**src/can_cfg_map.svh**
```systemverilog
`ifndef CAN_CFG_MAP_SVH
`define CAN_CFG_MAP_SVH

// Byte addresses of the configuration registers
`define ADDR_MODE 12'h000
`define ADDR_IRQ_ENABLE 12'h004
`define ADDR_BIT_TIMING_ZERO 12'h008
`define ADDR_BIT_TIMING_ONE 12'h00C
`define ADDR_WARN_LIMIT 12'h010
`define ADDR_OUTPUT_CTRL 12'h014
`define ADDR_CLOCK_DIV 12'h018
`define ADDR_ACC_CODE 12'h01C
`define ADDR_ACC_MASK 12'h020
`define ADDR_STATUS 12'h024
`define ADDR_ERR_COUNTS 12'h028
`define ADDR_EVENT_STATUS 12'h02C

// Field positions
`define MODE_RESET_BIT 0
`define MODE_FILTER_BIT 3
`define STATUS_ERR_BIT 6
`define STATUS_CFG_BIT 0
`define CLKDIV_EN_BIT 3

// Reset values
`define WARN_LIMIT_RST 8'h60
`define CLKDIV_RST 8'h08
`define IRQ_ENABLE_RST 8'h00
`define MODE_RST 8'h01

// Timing limits in quanta
`define SYNC_TQ 1
`define SJW_MAX_TQ 4

`endif

```
**src/can_cfg_pkg.sv**
```systemverilog
package can_cfg_pkg;
  typedef enum logic [1:0] {
    SEG_SYNC = 2'b00,
    SEG_BEFORE = 2'b01,
    SEG_AFTER = 2'b10
  } seg_e;
endpackage : can_cfg_pkg

```
**src/can_controller_config.sv**
```systemverilog
`include "can_cfg_map.svh"
`timescale 1ns/1ps
`default_nettype none

module can_controller_config #(
  parameter int QUANTUM_MIN = 2,
  parameter int QUANTUM_MAX = 128
) (
  input wire logic pclk,
  input wire logic presetn,
  input wire logic psel,
  input wire logic penable,
  input wire logic pwrite,
  input wire logic [11:0] paddr,
  input wire logic [31:0] pwdata,
  output logic [31:0] prdata,
  output logic pready,
  output logic pslverr,
  input wire logic rx_pin,
  input wire logic tx_bit,
  input wire logic [7:0] tx_err_count,
  input wire logic [7:0] rx_err_count,
  input wire logic [7:0] irq_events,
  input wire logic id_valid,
  input wire logic id_extended,
  input wire logic [28:0] id_value,
  output logic id_accept,
  output logic [7:0] irq_pending,
  output logic config_state,
  output logic sample_pulse,
  output logic sampled_bit,
  output logic tx_pin_primary,
  output logic tx_pin_secondary,
  output logic divided_clock_pin
);

  logic [7:0] mode_reg;
  logic [7:0] irq_enable_reg;
  logic [7:0] bit_timing_reg_zero;
  logic [7:0] bit_timing_reg_one;
  logic [7:0] error_warning_limit;
  logic clock_mode_reg;
  logic [7:0] clock_div_reg;
  logic [31:0] acceptance_code_bytes;
  logic [31:0] acceptance_mask_bytes;
  logic error_status_flag;
  logic [7:0] event_reg;

  logic wr_en;
  logic rd_en;
  logic addr_ok;
  logic cfg_open;

  assign wr_en = psel && penable && pwrite && pready;
  assign rd_en = psel && !penable && !pwrite;
  assign cfg_open = mode_reg[`MODE_RESET_BIT];

  function automatic logic mapped(input logic [11:0] a);
    mapped = (a <= `ADDR_EVENT_STATUS) && (a[1:0] == 2'b00);
  endfunction : mapped

  assign addr_ok = mapped(paddr);

  // Slave answers in the first access cycle; no wait states.
  always_ff @(posedge pclk or negedge presetn)
  begin
    if (!presetn)
      pready <= 1'b0;
    else
      pready <= psel && !penable;
  end

  always_ff @(posedge pclk or negedge presetn)
  begin
    if (!presetn)
      pslverr <= 1'b0;
    else
      pslverr <= psel && !penable && !addr_ok;
  end

  // Mode register: hardware reset enters configuration
  always_ff @(posedge pclk or negedge presetn)
  begin
    if (!presetn)
      mode_reg <= `MODE_RST;
    else if (wr_en && paddr == `ADDR_MODE)
      mode_reg <= {4'h0, pwdata[3:0]};
  end

  always_ff @(posedge pclk or negedge presetn)
  begin
    if (!presetn)
      config_state <= 1'b1;
    else
      config_state <= (wr_en && paddr == `ADDR_MODE) ? pwdata[`MODE_RESET_BIT] : cfg_open;
  end

  // Enables survive software reset, since only the hardware reset touches them
  always_ff @(posedge pclk or negedge presetn)
  begin
    if (!presetn)
      irq_enable_reg <= `IRQ_ENABLE_RST;
    else if (wr_en && paddr == `ADDR_IRQ_ENABLE)
      irq_enable_reg <= pwdata[7:0];
  end

  always_ff @(posedge pclk or negedge presetn)
  begin
    if (!presetn)
    begin
      bit_timing_reg_zero <= 8'h00;
      bit_timing_reg_one <= 8'h00;
    end
    else if (wr_en && cfg_open)
    begin
      if (paddr == `ADDR_BIT_TIMING_ZERO)
        bit_timing_reg_zero <= pwdata[7:0];
      if (paddr == `ADDR_BIT_TIMING_ONE)
        bit_timing_reg_one <= pwdata[7:0];
    end
  end

  always_ff @(posedge pclk or negedge presetn)
  begin
    if (!presetn)
      error_warning_limit <= `WARN_LIMIT_RST;
    else if (wr_en && cfg_open && paddr == `ADDR_WARN_LIMIT)
      error_warning_limit <= pwdata[7:0];
  end

  always_ff @(posedge pclk or negedge presetn)
  begin
    if (!presetn)
      clock_mode_reg <= 1'b0;
    else if (wr_en && cfg_open && paddr == `ADDR_OUTPUT_CTRL)
      clock_mode_reg <= pwdata[0];
  end

  always_ff @(posedge pclk or negedge presetn)
  begin
    if (!presetn)
      clock_div_reg <= `CLKDIV_RST;
    else if (wr_en && paddr == `ADDR_CLOCK_DIV)
      clock_div_reg <= {4'h0, pwdata[3:0]};
  end

  always_ff @(posedge pclk or negedge presetn)
  begin
    if (!presetn)
    begin
      acceptance_code_bytes <= 32'h0000_0000;
      acceptance_mask_bytes <= 32'h0000_0000;
    end
    else if (wr_en && cfg_open)
    begin
      if (paddr == `ADDR_ACC_CODE)
        acceptance_code_bytes <= pwdata;
      if (paddr == `ADDR_ACC_MASK)
        acceptance_mask_bytes <= pwdata;
    end
  end

  // Error warning: limit passed by either counter
  logic warn_now;
  assign warn_now = (tx_err_count > error_warning_limit) || (rx_err_count > error_warning_limit);

  always_ff @(posedge pclk or negedge presetn)
  begin
    if (!presetn)
      error_status_flag <= 1'b0;
    else
      error_status_flag <= warn_now;
  end

  // Sticky event bits, set wins over a write-one clear
  logic [7:0] ev_in;
  assign ev_in = {irq_events[7:3], irq_events[2] | (warn_now & ~error_status_flag),
    irq_events[1:0]};

  always_ff @(posedge pclk or negedge presetn)
  begin
    if (!presetn)
      event_reg <= 8'h00;
    else if (wr_en && paddr == `ADDR_EVENT_STATUS)
      event_reg <= (event_reg & ~pwdata[7:0]) | ev_in;
    else
      event_reg <= event_reg | ev_in;
  end

  always_ff @(posedge pclk or negedge presetn)
  begin
    if (!presetn)
      irq_pending <= 8'h00;
    else
      irq_pending <= event_reg & irq_enable_reg;
  end

  // Read mux
  logic [31:0] rd_next;
  always_comb
  begin
    rd_next = 32'h0000_0000;
    unique case (paddr)
      `ADDR_MODE: rd_next = {24'h0, mode_reg};
      `ADDR_IRQ_ENABLE: rd_next = {24'h0, irq_enable_reg};
      `ADDR_BIT_TIMING_ZERO: rd_next = {24'h0, bit_timing_reg_zero};
      `ADDR_BIT_TIMING_ONE: rd_next = {24'h0, bit_timing_reg_one};
      `ADDR_WARN_LIMIT: rd_next = {24'h0, error_warning_limit};
      `ADDR_OUTPUT_CTRL: rd_next = {31'h0, clock_mode_reg};
      `ADDR_CLOCK_DIV: rd_next = {24'h0, clock_div_reg};
      `ADDR_ACC_CODE: rd_next = acceptance_code_bytes;
      `ADDR_ACC_MASK: rd_next = acceptance_mask_bytes;
      `ADDR_STATUS: rd_next = {24'h0, 1'b0, error_status_flag, 5'h0, cfg_open};
      `ADDR_ERR_COUNTS: rd_next = {16'h0, rx_err_count, tx_err_count};
      `ADDR_EVENT_STATUS: rd_next = {24'h0, event_reg};
      default: rd_next = 32'h0000_0000;
    endcase
  end

  always_ff @(posedge pclk or negedge presetn)
  begin
    if (!presetn)
      prdata <= 32'h0000_0000;
    else if (rd_en)
      prdata <= rd_next;
  end

  // Acceptance filter
  function automatic logic match(input logic [31:0] id, input logic [31:0] code,
                                 input logic [31:0] mask);
    match = &(~(id ^ code) | mask);
  endfunction : match

  logic [31:0] id_aligned;
  logic single_hit;
  logic dual_hit;
  logic [31:0] id_unused;
  assign id_aligned = id_extended ? {id_value, 3'b000} : {id_value[10:0], 21'h0};
  // Bits below the identifier never block a match in single-filter form
  assign id_unused = id_extended ? 32'h0000_0007 : 32'h001f_ffff;
  assign single_hit = match(id_aligned, acceptance_code_bytes,
    acceptance_mask_bytes | id_unused);
  // Two filters: upper and lower half-words each cover the identifier head
  assign dual_hit = match({id_aligned[31:16], 16'h0}, {acceptance_code_bytes[31:16], 16'h0},
    {acceptance_mask_bytes[31:16], 16'h0}) ||
    match({id_aligned[31:16], 16'h0}, {acceptance_code_bytes[15:0], 16'h0},
    {acceptance_mask_bytes[15:0], 16'h0});

  always_ff @(posedge pclk or negedge presetn)
  begin
    if (!presetn)
      id_accept <= 1'b0;
    else
      id_accept <= id_valid && (mode_reg[`MODE_FILTER_BIT] ? single_hit : dual_hit);
  end

  // Quantum prescaler: quantum = 2*(brp+1) input clocks, 2..128
  logic [6:0] tq_cnt;
  logic tq_tick;
  logic [6:0] tq_len;
  assign tq_len = {bit_timing_reg_zero[5:0], 1'b1};
  assign tq_tick = (tq_cnt == tq_len) && !cfg_open;

  always_ff @(posedge pclk or negedge presetn)
  begin
    if (!presetn)
      tq_cnt <= 7'h00;
    else if (cfg_open || tq_tick)
      tq_cnt <= 7'h00;
    else
      tq_cnt <= tq_cnt + 7'h01;
  end

  // Receive pin synchroniser
  logic rx_meta;
  logic rx_sync;
  logic rx_prev;
  always_ff @(posedge pclk or negedge presetn)
  begin
    if (!presetn)
    begin
      rx_meta <= 1'b1;
      rx_sync <= 1'b1;
      rx_prev <= 1'b1;
    end
    else
    begin
      rx_meta <= rx_pin;
      rx_sync <= rx_meta;
      rx_prev <= rx_sync;
    end
  end

  logic rx_edge;
  assign rx_edge = rx_prev && !rx_sync;

  logic [4:0] seg1;
  logic [4:0] seg2;
  logic [2:0] sjw;
  assign seg1 = {1'b0, bit_timing_reg_one[3:0]} + 5'd1;
  assign seg2 = {2'b00, bit_timing_reg_one[6:4]} + 5'd1;
  assign sjw = {1'b0, bit_timing_reg_zero[7:6]} + 3'd1;

  can_cfg_pkg::seg_e seg_reg;
  logic [4:0] q_cnt;
  logic [5:0] seg1_eff;
  logic [4:0] seg2_eff;
  logic edge_seen;
  logic [2:0] smp_hist;

  // Bit timing machine with resynchronisation by at most the jump width
  always_ff @(posedge pclk or negedge presetn)
  begin
    if (!presetn)
    begin
      seg_reg <= can_cfg_pkg::SEG_SYNC;
      q_cnt <= 5'd0;
      seg1_eff <= 6'd1;
      seg2_eff <= 5'd1;
      edge_seen <= 1'b0;
    end
    else if (cfg_open)
    begin
      seg_reg <= can_cfg_pkg::SEG_SYNC;
      q_cnt <= 5'd0;
      seg1_eff <= {1'b0, seg1};
      seg2_eff <= seg2;
      edge_seen <= 1'b0;
    end
    else if (tq_tick)
    begin
      unique case (seg_reg)
        can_cfg_pkg::SEG_SYNC:
        begin
          seg_reg <= can_cfg_pkg::SEG_BEFORE;
          q_cnt <= 5'd1;
          seg1_eff <= {1'b0, seg1};
          seg2_eff <= seg2;
          edge_seen <= rx_edge;
        end
        can_cfg_pkg::SEG_BEFORE:
        begin
          if (rx_edge && !edge_seen)
          begin
            edge_seen <= 1'b1;
            seg1_eff <= {1'b0, seg1} + {3'b000, (q_cnt < {2'b00, sjw}) ? q_cnt[2:0] : sjw};
          end
          if ({1'b0, q_cnt} >= seg1_eff)
          begin
            seg_reg <= can_cfg_pkg::SEG_AFTER;
            q_cnt <= 5'd1;
          end
          else
            q_cnt <= q_cnt + 5'd1;
        end
        can_cfg_pkg::SEG_AFTER:
        begin
          if (rx_edge && !edge_seen)
          begin
            edge_seen <= 1'b1;
            seg2_eff <= (seg2 > {2'b00, sjw}) ? seg2 - {2'b00, sjw} : q_cnt;
          end
          if (q_cnt >= seg2_eff)
            seg_reg <= can_cfg_pkg::SEG_SYNC;
          else
            q_cnt <= q_cnt + 5'd1;
        end
        default: seg_reg <= can_cfg_pkg::SEG_SYNC;
      endcase
    end
  end

  logic at_sample;
  assign at_sample = tq_tick && seg_reg == can_cfg_pkg::SEG_BEFORE && {1'b0, q_cnt} >= seg1_eff;

  always_ff @(posedge pclk or negedge presetn)
  begin
    if (!presetn)
      smp_hist <= 3'b111;
    else if (tq_tick)
      smp_hist <= {smp_hist[1:0], rx_sync};
  end

  always_ff @(posedge pclk or negedge presetn)
  begin
    if (!presetn)
    begin
      sample_pulse <= 1'b0;
      sampled_bit <= 1'b1;
    end
    else
    begin
      sample_pulse <= at_sample;
      if (at_sample)
        sampled_bit <= bit_timing_reg_one[7] ?
          ((smp_hist[0] & smp_hist[1]) | (smp_hist[1] & rx_sync) | (smp_hist[0] & rx_sync)) :
          rx_sync;
    end
  end

  // Transmit pins; bit clock high through the sync segment and the segment before the sample point, low for the segment after
  always_ff @(posedge pclk or negedge presetn)
  begin
    if (!presetn)
    begin
      tx_pin_primary <= 1'b1;
      tx_pin_secondary <= 1'b0;
    end
    else
    begin
      tx_pin_primary <= cfg_open ? 1'b1 : tx_bit;
      if (clock_mode_reg)
        tx_pin_secondary <= !cfg_open && (seg_reg != can_cfg_pkg::SEG_AFTER);
      else
        tx_pin_secondary <= cfg_open ? 1'b0 : !tx_bit;
    end
  end

  // Divided clock: toggle every n+1 input clocks gives divide by 2(n+1)
  logic [2:0] div_cnt;
  logic [2:0] div_top;
  // Code 7 would divide by 16, past the top divisor of 14, so it repeats code 6
  assign div_top = (clock_div_reg[2:0] == 3'd7) ? 3'd6 : clock_div_reg[2:0];
  always_ff @(posedge pclk or negedge presetn)
  begin
    if (!presetn)
    begin
      div_cnt <= 3'd0;
      divided_clock_pin <= 1'b0;
    end
    else if (!clock_div_reg[`CLKDIV_EN_BIT])
    begin
      div_cnt <= 3'd0;
      divided_clock_pin <= 1'b0;
    end
    else if (div_cnt >= div_top)
    begin
      div_cnt <= 3'd0;
      divided_clock_pin <= !divided_clock_pin;
    end
    else
      div_cnt <= div_cnt + 3'd1;
  end

  AST_HW_RESET_CFG: assert property (@(posedge pclk) $rose(presetn) |-> config_state)
    else $error("not in config after reset");
  AST_SW_RESET: assert property (@(posedge pclk) disable iff (!presetn)
    wr_en && paddr == `ADDR_MODE && pwdata[0] |=> config_state)
    else $error("sw reset missed");
  AST_LEAVE_CFG: assert property (@(posedge pclk) disable iff (!presetn)
    wr_en && paddr == `ADDR_MODE && !pwdata[0] |=> !config_state)
    else $error("config not left");
  AST_TIMING_LOCK: assert property (@(posedge pclk) disable iff (!presetn)
    !cfg_open |=> $stable(bit_timing_reg_zero) && $stable(bit_timing_reg_one))
    else $error("timing changed outside config");
  AST_FILTER_LOCK: assert property (@(posedge pclk) disable iff (!presetn)
    !cfg_open |=> $stable(acceptance_code_bytes) && $stable(acceptance_mask_bytes))
    else $error("filter changed outside config");
  AST_MODE_LOCK: assert property (@(posedge pclk) disable iff (!presetn)
    !cfg_open |=> $stable(clock_mode_reg) && $stable(error_warning_limit))
    else $error("output mode changed outside config");
  AST_WARN: assert property (@(posedge pclk) disable iff (!presetn)
    tx_err_count > error_warning_limit |=> error_status_flag)
    else $error("warning flag missing");
  AST_NORMAL_TX: assert property (@(posedge pclk) disable iff (!presetn)
    !clock_mode_reg && !cfg_open ##1 !cfg_open |-> tx_pin_secondary == !tx_pin_primary)
    else $error("secondary not inverse");
  AST_DIV_OFF: assert property (@(posedge pclk) disable iff (!presetn)
    !clock_div_reg[3] |=> !divided_clock_pin)
    else $error("clock pin not stopped");
  AST_DIV_TWO: assert property (@(posedge pclk) disable iff (!presetn)
    presetn && clock_div_reg[3:0] == 4'h8 ##1 clock_div_reg[3:0] == 4'h8
    |-> $changed(divided_clock_pin))
    else $error("divide by two wrong");
  AST_IRQ_GATE: assert property (@(posedge pclk) disable iff (!presetn)
    irq_enable_reg == 8'h00 |=> irq_pending == 8'h00)
    else $error("disabled interrupt pending");

  COV_SW_RESET: cover property (@(posedge pclk) disable iff (!presetn)
    !config_state ##1 config_state);
  COV_ACCEPT: cover property (@(posedge pclk) disable iff (!presetn) id_accept);
  COV_SAMPLE: cover property (@(posedge pclk) disable iff (!presetn) sample_pulse);
  COV_CLOCK_MODE: cover property (@(posedge pclk) disable iff (!presetn)
    clock_mode_reg && !cfg_open);

endmodule : can_controller_config
`default_nettype wire

```
**config.mk**
```make
export PLATFORM = sky130hd
export DESIGN_NAME = can_controller_config
export DESIGN_NICKNAME = d
export VERILOG_FILES = /design/src/can_cfg_pkg.sv /design/src/can_controller_config.sv
export VERILOG_INCLUDE_DIRS = /design/src
export SDC_FILE = /design/constraint.sdc
export NUM_CORES = 1
export LEC_CHECK = 0
export ABC_AREA = 1
export BUFFER_PORTS_ARGS = -buffer_cell sky130_fd_sc_hd__buf_4
export CORE_ASPECT_RATIO = 2
export CORE_MARGIN = 8
export CORE_UTILIZATION = 59
export DETAILED_ROUTE_END_ITERATION = 10
export PLACE_DENSITY = 0.87
export SLEW_MARGIN = 0
export SYNTH_ARGS = -nofsm -noshare
export SYNTH_HDL_FRONTEND = slang
export SYNTH_SLANG_ARGS = --single-unit
```
**constraint.sdc**
```tcl
create_clock -name pclk -period 3.7 [get_ports pclk]
set_clock_uncertainty 0.1 [all_clocks]
set_input_delay 0.37 -clock pclk [delete_from_list [all_inputs] [get_ports pclk]]
set_output_delay 0.37 -clock pclk [all_outputs]
set_load 0.05 [all_outputs]
```
==> impl_metrics.toml, run 1 <==
[floorplan]
coreArea_sq_um = 19100
die_h_um = 212
ios = 155
rows = 72
die-area_sq_um = 24200
initial_utilization_pct = 59.5
die_x_um = 114

[timing]
grt_setup_unrepaired = "no"
relSlewSlack_pct = 23.1
fin_tns_setup_ns = 0
setup_slack_ns = 0.443
period_minus_slack_ns = 3.26
worst_pin_slew_ns = 1.15
setup_viol = 0
min_period_over_period_pct = 88.0
hold_viol_final = 0
max_freq_mhz = 307
final_max_slew_viol_count = 0

[power]
intPower_uw = 3770
ir_worst_vdd_mv = 0.507
swShare_pct = 30.1
switching_power_uw = 1620
pwr-share-seq_pct = 42.5
clkPwrFrac_pct = 37.2
pwr-share-comb_pct = 20.3
p_leak_uw = 0.00679
p_per_area_nw_per_um2 = 401

[worst_setup_path]
critical_path.startpoint = "bit_timing_reg_zero[6]$_DFFE_PN0P_"
reg2reg_depth = 15
path_depth = 15
r2r_end = "seg1_eff[4]$_DFFE_PN0P_"
cp.required_ns = 3.94
cp_cell_sequence = "ha_1 -> inv_1 -> ha_1 -> o21ai_0 -> o21ai_0 -> nand2_1 -> o21ai_0 -> ha_1 -> inv_1 -> fa_1 -> nor2_1 -> o211ai_1 -> xor2_1 -> nand2_1 -> o21ai_0"
critPathCaptureType = "flip-flop"
setup.worst_path.start_class = "flip-flop"
arrival_ns = 3.50
r2r_slack_ns = 0.44
cp-endpoint = "seg1_eff[4]$_DFFE_PN0P_"
worst_path_most_repeated_cell = "o21ai_0"
crit_slowest_cell = "o21ai_0"
crit_type = "flip-flop to flip-flop"
path_max_fanout = 6
r2r_start = "bit_timing_reg_zero[6]$_DFFE_PN0P_"
crit_family = "adder cells"
cp_num_buf_inv = 2
crit_path_max_incr_delay_ns = 0.51

[clock_tree]
cts_tree = "yes"
cts_buffers = 17
clock_latency_ns = 0.46
htree_levels = 4
cts_sinks = 197
cts_max_path_buffers = 2
cts_root_buf = "clkbuf_16"
postCtsSetupRepairBufs = 0
clkTransAtPathRegs_ns = 0.07

[flow_run]
drv_cap = 0

[synth]
synth_simple_gate_area_share_pct = 29.0
synth_area_leader_cell = "dfrtp_1"
netlist.area_leader.share_pct = 40.3
syn-num-nets = 1695
synth.area.top_cells = "dfrtp_1 (40%), nand2_1 (16%), inv_1 (6.6%), o21ai_0 (6.5%), nand3_1 (5.6%)"
yosys_warnings = 0
synth_top_family_by_area = "simple AND/OR/NAND/NOR gates"
avgSynthCellArea_sq_um = 7.37
synth-seq-area-share_pct = 43.5
ys_ff_latch = 197
yosys.area_share.xor_xnor_pct = 1.08
syn_inst = 1542
netlist_area_sq_um = 11400
synth_fa_ha_area_share_pct = 5.24
synth_compound_area_share_pct = 12.3
yosysUniqueCellTypes = 45
synthMuxAreaShare_pct = 0

[global_routing]
grt_pass1_wl_mm = 55.0
grt_max_degree = 99
grt_usage_pct = 29.0
grt.overflow.total = 0
grt_pass1_vias = 11100
antenna_found_initial = 0

[layout]
nFillCells = 1576
drive_above_1_share_pct = 14.0
final_cell_area_sq_um = 13400
area_growth_pct = 18.2
reg.largest.list = "acceptance_code_bytes (32), acceptance_mask_bytes (32), prdata (32)"
final_cell_mix = "nand2_1 (486), inv_1 (201), dfrtp_1 (183)"
final_nets = 1843
antenna_cells = 0
utilization_pct = 70.3
mostFrequentLayoutCell = "nand2_1"

[detailed_routing]
dr.first_iter.drc_count = 1040
dr.pass1.iters = 6
routed_wl_mm = 34.1
vias = 11100
via_per_inst = 5.66
drc = 0
postRouteAntennaNets = 0
post_drt_wl_per_cell_um = 17.4

[run_status]
status = "complete, no violations"

[placed_design]
routabilityCongestion = 0.981
dp_slack_ns = 0.603
io_buffers = 154
dp_hpwl_mm = 25.2
placed_area_sq_um = 12700

[hold_path]
holdCritPathClass = "input port to flip-flop"
[worst min-delay path by stage]
stage / startpoint / slack (ns) / depth (start not counted) / end
2_1_floorplan: presetn / -0.03 / 0 / acceptance_code_bytes[0]$_DFFE_PN0P_
3_3_place_gp: rx_meta$_DFF_PN1_ / 0.25 / 0 / rx_sync$_DFF_PN1_
3_5_place_dp: rx_meta$_DFF_PN1_ / 0.25 / 0 / rx_sync$_DFF_PN1_
4_1_cts: tx_bit / 0.003 / 2 / tx_pin_primary$_DFF_PN1_
5_1_grt: tx_bit / 0.01 / 2 / tx_pin_primary$_DFF_PN1_
6_report: tx_bit / 0.02 / 2 / tx_pin_primary$_DFF_PN1_
[per-stage QoR]
| step | hold slack [ns] | power (uW) | std cells |
|---|---|---|---|
| finish | 0.0171 | 5390 | 1962 |
| global route | 0.0138 | 5630 | 1962 |
| CTS | 0.00308 | 5390 | 1962 |
| detailed placement | 0.247 | 3390 | 1922 |
| global placement | 0.246 | 3330 | 1922 |
| floorplan | -0.0256 | 3010 | 1542 |
[what timing repair did]
item                                   CTS  global route
hold buffers                             8             0
endpoints found under the hold margin   96             0
gates resized for setup                  0             0
[final cells by class]
cell class	count	area (sq um)	area share, %
Clock inverter	12	180	1.34
Multi-Input combinational cell	1094	5430	40.4
Tap cell	259	324	2.41
Inverter	208	781	5.81
Sequential cell	197	4950	36.8
Clock buffer	20	447	3.32
Timing Repair Buffer	172	1330	9.90
[per-layer routing]
layer  track usage, %  share of wire (%)
met1             36.7                 41
met5                0                  0
met3             7.14                8.9
met2             46.0                 46
met4             12.9                3.7
[power groups by stage]
stage	sequential (uW)	combinational [uW]	clock [uW]
floorplan	2340	669	0
global route	2300	1230	2090
detailed placement	2330	1060	0
CTS	2290	1080	2020
finish	2290	1090	2000
global placement	2330	1010	0
[cells in the mapped netlist]
cell type / count
a22oi_1: 2
a211oi_1: 1
fa_1: 1
nand4_1: 7
xnor2_1: 6
a21o_1: 1
nand4_2: 1
inv_2: 7
or2_1: 7
o21a_1: 3
o211ai_1: 9
nor2_1: 101
dfstp_2: 14
ha_1: 46
o2111ai_1: 2
nand3_1: 128
o21bai_1: 1
o21ai_1: 14
nand4_4: 1
inv_1: 201
nor2_4: 5
buf_2: 14
nand3b_1: 13
clkbuf_1: 20
o21ai_0: 148
nor2_2: 4
nor3_1: 7
xor2_1: 8
nand2_1: 486
buf_1: 1
a32oi_1: 1
nand2_2: 3
or2_2: 2
buf_6: 3
nand3_4: 2
buf_4: 5
a31oi_1: 2
a21oi_1: 47
or2_0: 1
o221ai_1: 1
o22ai_1: 27
dfrtp_1: 183
nand3_2: 3
a41oi_1: 1
nor3_2: 2
[kinds of logic after synthesis]
group,after synthesis
adder cells (fa/ha/maj),47
XOR/XNOR,14
AND/OR/NAND/NOR,773
flip-flops,197
AO/OA/AOI/OAI,260
buffers and inverters,251
No activity file was read; power rests on OpenSTA's default activity.
==> run 2: changes to the inputs <==
- CAP_MARGIN: not set -> 10
- CORE_UTILIZATION: 59 -> 50
- PLACE_DENSITY: 0.87 -> 0.79
- clock period: 3.7 -> 2.66 ns (I/O delays scaled with it)
==> run 2 against run 1 <==
Clock power grew 30%. Via count shrank 0.11%. Final area grew 4.0%. Utilization shrank 8.4 points. Register-to-register slack lost 0.42 ns. Non-clock buffer count grew 53. Largest cell class unchanged. Die area grew 16%. Cell count grew 3.8%. Worst setup slack lost 0.42 ns. Wire length grew 11%. Power grew 40%.
==> impl_metrics.toml, run 2 (synthesized netlist as in run 1, its figures left out) <==
[layout]
reg.largest.list = "acceptance_code_bytes (32), acceptance_mask_bytes (32), prdata (32)"
drive_above_1_share_pct = 15.9
final_cell_mix = "nand2_1 (486), inv_1 (198), buf_4 (186)"
final_cell_area_sq_um = 14000
mostFrequentLayoutCell = "nand2_1"
nFillCells = 2015
area_growth_pct = 22.9
antenna_cells = 0
instances_no_fill = 2036
final_nets = 1896

[placed_design]
routabilityCongestion = 0.957
dp_hpwl_mm = 29.1
dp_slack_ns = -0.200
placed_area_sq_um = 12900
dp_cells = 1961
io_buffers = 154

[timing]
min_period_over_period_pct = 99.2
hold_viol_final = 0
max_freq_mhz = 379
final_max_slew_viol_count = 0
relSlewSlack_pct = 52.0
setup_viol = 0
setup_slack_ns = 0.0204
grt_setup_unrepaired = "yes"
worst_pin_slew_ns = 0.721
period_minus_slack_ns = 2.64

[worst_setup_path]
crit_type = "flip-flop to flip-flop"
cp-endpoint = "seg1_eff[4]$_DFFE_PN0P_"
critPathCaptureType = "flip-flop"
arrival_ns = 2.89
reg2reg_depth = 14
setup.worst_path.start_class = "flip-flop"
r2r_start = "bit_timing_reg_zero[6]$_DFFE_PN0P_"
path_max_fanout = 4
r2r_slack_ns = 0.02
cp.required_ns = 2.91
critical_path.startpoint = "bit_timing_reg_zero[6]$_DFFE_PN0P_"
r2r_end = "seg1_eff[4]$_DFFE_PN0P_"

[detailed_routing]
post_drt_wl_per_cell_um = 18.5
dr.max_layer_used = "met4"
postRouteAntennaNets = 0
routed_wl_mm = 37.7
vias = 11100
met1_length_mm = 12.4
drc = 0
dr_wl_met3_mm = 1.61
dr.pass1.iters = 5
wl_met2_mm = 20.5
dr.first_iter.drc_count = 761
via_per_inst = 5.44

[run_status]
status = "complete, no violations"

[clock_tree]
cts_tree = "yes"
cts_sinks = 197
cts_buffers = 17
htree_levels = 4
clock_latency_ns = 0.47
clkTransAtPathRegs_ns = 0.07
cts_root_buf = "clkbuf_16"
cts_max_path_buffers = 2

[power]
pwr-share-comb_pct = 23.4
p_per_area_nw_per_um2 = 542
ir_worst_vdd_mv = 0.471
switching_power_uw = 2400
swShare_pct = 31.6
intPower_uw = 5170
pwr-share-seq_pct = 42.2
clkPwrFrac_pct = 34.4
p_leak_uw = 0.00706

[global_routing]
grt_pass1_wl_mm = 58.8
grt_max_degree = 82
grt.overflow.total = 0
grt_pass1_vias = 11500
antenna_found_initial = 0
grt_usage_pct = 27.6

[hold_path]
min_path_cells = 3
holdCritPathClass = "input port to flip-flop"

[floorplan]
die_h_um = 229
ios = 155
initial_utilization_pct = 50.4
die-area_sq_um = 28100
coreArea_sq_um = 22500
die_x_um = 123
rows = 78

[flow_run]
drv_cap = 0
==> run 2: cell types whose count changed in the layout (fill, tap and decap cells not counted), sizes merged <==
cell         before  now
buf             163  190
bufinv            4    1
clkbuf           21   23
clkinv            3    5
clkinvlp          5    1
dlygate4sd3       8   34
inv             208  211
==> run 2: critical path, stage by stage (launching register included) <==
cell and delay, ns:
dfrtp_1 0.43, ha_4 0.29, inv_2 0.05, a211oi_2 0.24
o21ai_2 0.11, buf_4 0.15, nand2_1 0.05, o21a_1 0.13
inv_1 0.06, fa_2 0.40, nor2_2 0.13, o211ai_1 0.10
xor2_1 0.16, nand2_1 0.06, o21ai_1 0.05
==> run 2: layout make-up <==
cell class              instances  area, sq um  share of cell area [%]
well taps                     280          350                    2.51
inverters                     208          783                    5.61
multi-input cells            1094         5470                    39.2
clock inverters                10         92.6                   0.663
repair buffers                225         1830                    13.1
clock buffers                  22          494                    3.54
flip-flops and latches        197         4950                    35.4
==> run 2: metal layers <==
metal	global-route usage, %	up-vias
li1	-	5354
met1	25.2	5233
met2	50.4	355
met3	5.05	144
met4	23.5	0
met5	0	-
==> run 2: stage by stage <==
step	power (uW)	util (%)	setup TNS, ns	hold WS [ns]
global route	7910	62.0	-0.270	0.0116
detailed placement	4880	57.3	-0.325	0.252
finish	7570	62.0	0	0.0205
floorplan	4190	-	0	-0.130
global placement	4840	57.3	-0.213	0.245
CTS	7560	61.7	0	0.00359
==> run 2: how the worst min path moves through the flow <==
| stage | from | end | slack (ns) |
|---|---|---|---|
| after floorplan | presetn | acceptance_code_bytes[0]$_DFFE_PN0P_ | -0.13 |
| after global placement | presetn | sample_pulse$_DFF_PN0_ | 0.25 |
| after detailed placement | rx_meta$_DFF_PN1_ | rx_sync$_DFF_PN1_ | 0.25 |
| after CTS | pwdata[8] | acceptance_mask_bytes[8]$_DFFE_PN0P_ | 0.004 |
| after global routing | pwdata[8] | acceptance_mask_bytes[8]$_DFFE_PN0P_ | 0.01 |
| final | pwdata[8] | acceptance_mask_bytes[8]$_DFFE_PN0P_ | 0.02 |
==> run 2: what timing repair did <==
| action | CTS | global route |
|---|---|---|
| endpoints found under the setup margin | 2 | 4 |
| resized for setup | 14 | 5 |
| hold endpoints to repair | 119 | 0 |
| hold buffers | 34 | 0 |
| pin swaps | 10 | 11 |
| setup buffers | 4 | 5 |
==> run 2: power groups by stage <==
stage          Sequential (uW)  Clock [uW]  Combinational (uW)
2_1_floorplan             3260           0                 931
3_3_place_gp              3240           0                1590
3_5_place_dp              3250           0                1630
4_1_cts                   3190        2630                1730
5_1_grt                   3200        2740                1960
6_report                  3190        2610                1770
==> run 3: changes to the inputs <==
- clock period: 2.66 -> 2.3 ns (I/O delays scaled with it)
==> run 3 against run 2 <==
The run now ends with setup timing left. Clock power increased by 23%. Via count increased by 1.4%. Non-clock buffer count increased by 18. Sequential cell count unchanged. Sequential share of layout area decreased by 0.60 points. Maximum frequency about the same. Highest routed layer unchanged.
==> impl_metrics.toml, run 3 (synthesized netlist as in run 1, its figures left out) <==
[power]
p_per_area_nw_per_um2 = 638
switching_power_uw = 2910
pwr-share-seq_pct = 40.7
p_leak_uw = 0.00715
intPower_uw = 6160
clkPwrFrac_pct = 35.4
pwr-share-comb_pct = 23.9
ir_worst_vdd_mv = 0.458
power_uw = 9070
swShare_pct = 32.1

[worst_setup_path]
r2r_end = "seg1_eff[4]$_DFFE_PN0P_"
reg2reg_depth = 15
path_max_fanout = 5
r2r_start = "bit_timing_reg_zero[6]$_DFFE_PN0P_"
critPathCaptureType = "flip-flop"
setup.worst_path.start_class = "flip-flop"
arrival_ns = 2.89
crit_type = "flip-flop to flip-flop"
r2r_slack_ns = -0.34
cp.required_ns = 2.55

[floorplan]
die_x_um = 123
coreArea_sq_um = 22500
initial_utilization_pct = 50.4
ios = 155
die_h_um = 229
die-area_sq_um = 28100
rows = 78

[timing]
max_freq_mhz = 379
min_period_over_period_pct = 115
period_minus_slack_ns = 2.64
grt_setup_unrepaired = "yes"
worst_pin_slew_ns = 0.651
setup_slack_ns = -0.339
final_max_slew_viol_count = 0
hold_viol_final = 0
relSlewSlack_pct = 56.6
setup_viol = 5

[layout]
utilization_pct = 63.1
final_nets = 1914
drive_above_1_share_pct = 16.9
antenna_cells = 0
seq_area_sq_um = 4950
nFillCells = 1991
reg.largest.list = "acceptance_code_bytes (32), acceptance_mask_bytes (32), prdata (32)"
area_growth_pct = 25.1
multiInputGateArea_sq_um = 5520
final_cell_mix = "nand2_1 (485), inv_1 (196), buf_4 (195)"
mostFrequentLayoutCell = "nand2_1"
instances_no_fill = 2054

[clock_tree]
htree_levels = 4
cts_sinks = 197
cts_root_buf = "clkbuf_16"
clkTransAtPathRegs_ns = 0.08
cts_tree = "yes"
cts_max_path_buffers = 2
clock_latency_ns = 0.46
cts_buffers = 17

[hold_path]
whs_endpoint = "event_reg[1]$_DFF_PN0_"
holdCritPathClass = "input port to flip-flop"
hold_start = "pwdata[1]"
min_path_cells = 3

[detailed_routing]
via_per_inst = 5.47
vias = 11200
post_drt_wl_per_cell_um = 18.4
drc = 0
routed_wl_mm = 37.9
postRouteAntennaNets = 0
dr.first_iter.drc_count = 731
dr.pass1.iters = 6

[global_routing]
grt_pass1_wl_mm = 59.3
grt.overflow.total = 0
grt_pass1_vias = 11600
antenna_found_initial = 0
grt_max_degree = 65
grt_usage_pct = 27.7

[flow_run]
drv_cap = 0

[placed_design]
dp_hpwl_mm = 28.8
io_buffers = 154
dp_cells = 1976
routabilityCongestion = 0.947

[run_status]
status = "finished, violations left"
violations = "setup timing"
## run 3: cell count changes in the layout (fill, tap and decap cells not counted), sizes merged
cell,change
buf,+10
bufinv,+2
clkbuf,-5
clkinv,-3
clkinvlp,+2
dlygate4sd3,+8
inv,+4
## run 3: through the flow
stage / setup slack, ns / area (sq um) / setup TNS [ns] / hold WS, ns
detailed placement: -0.378 / 13100 / -1.26 / 0.155
CTS: -0.335 / 14200 / -1.01 / 0.0103
global route: -0.467 / 14200 / -1.87 / 0.0377
finish: -0.339 / 14200 / -1.20 / 0.0250
floorplan: -0.218 / 11400 / -0.344 / -0.166
global placement: -0.342 / 13100 / -1.01 / 0.155
## run 3: worst max path at each step
| stage | startpoint | end | slack, ns |
|---|---|---|---|
| floorplan | bit_timing_reg_zero[6]$_DFFE_PN0P_ | seg1_eff[4]$_DFFE_PN0P_ | -0.22 |
| global placement | bit_timing_reg_zero[7]$_DFFE_PN0P_ | seg1_eff[4]$_DFFE_PN0P_ | -0.34 |
| detailed placement | bit_timing_reg_zero[7]$_DFFE_PN0P_ | seg1_eff[4]$_DFFE_PN0P_ | -0.38 |
| CTS | bit_timing_reg_zero[6]$_DFFE_PN0P_ | seg1_eff[4]$_DFFE_PN0P_ | -0.33 |
| global route | bit_timing_reg_zero[6]$_DFFE_PN0P_ | seg1_eff[4]$_DFFE_PN0P_ | -0.47 |
| finish | bit_timing_reg_zero[6]$_DFFE_PN0P_ | seg1_eff[4]$_DFFE_PN0P_ | -0.34 |
## run 3: worst max-delay path: stages (launching register included)
cell and delay (ns):
dfrtp_1 0.41, ha_4 0.18, inv_4 0.04, ha_4 0.25
o21ai_2 0.05, o21ai_2 0.22, nand2_1 0.11, o21ai_2 0.07
ha_2 0.20, inv_2 0.04, fa_2 0.36, nor2_4 0.12
o211ai_1 0.10, xor2_1 0.17, nand2_1 0.06, o21ai_1 0.05
## run 3: what timing repair did
item                                   in CTS  in global routing
gates resized for setup                     7                 11
setup buffers                               1                  3
setup endpoints to repair                   5                 15
hold buffers                               42                  0
endpoints found under the hold margin     109                  0
pin swaps                                  10                  6
## run 3: cell type report
type                    count  share of cell area [%]
clock buffers              17                    2.99
clock inverters            15                    1.36
inverters                 208                    5.53
multi-input cells        1094                    38.8
flip-flops and latches    197                    34.8
well taps                 280                    2.46
repair buffers            243                    14.1
## run 3: power by group through the flow
stage | logic [uW] | registers, uW | clock network [uW]
2_1_floorplan | 1110 | 3770 | 0
3_3_place_gp | 1940 | 3750 | 0
3_5_place_dp | 1990 | 3750 | 0
4_1_cts | 2060 | 3690 | 3250
5_1_grt | 2410 | 3700 | 3370
6_report | 2170 | 3700 | 3210
## run 3: layer usage
| layer | up-vias | global-route usage [%] | share of wire, % |
|---|---|---|---|
| li1 | 5400 | - | - |
| met1 | 5273 | 26.1 | 33 |
| met2 | 423 | 49.8 | 53 |
| met3 | 145 | 5.40 | 5.1 |
| met4 | 0 | 22.2 | 8.3 |
| met5 | - | 0 | 0 |
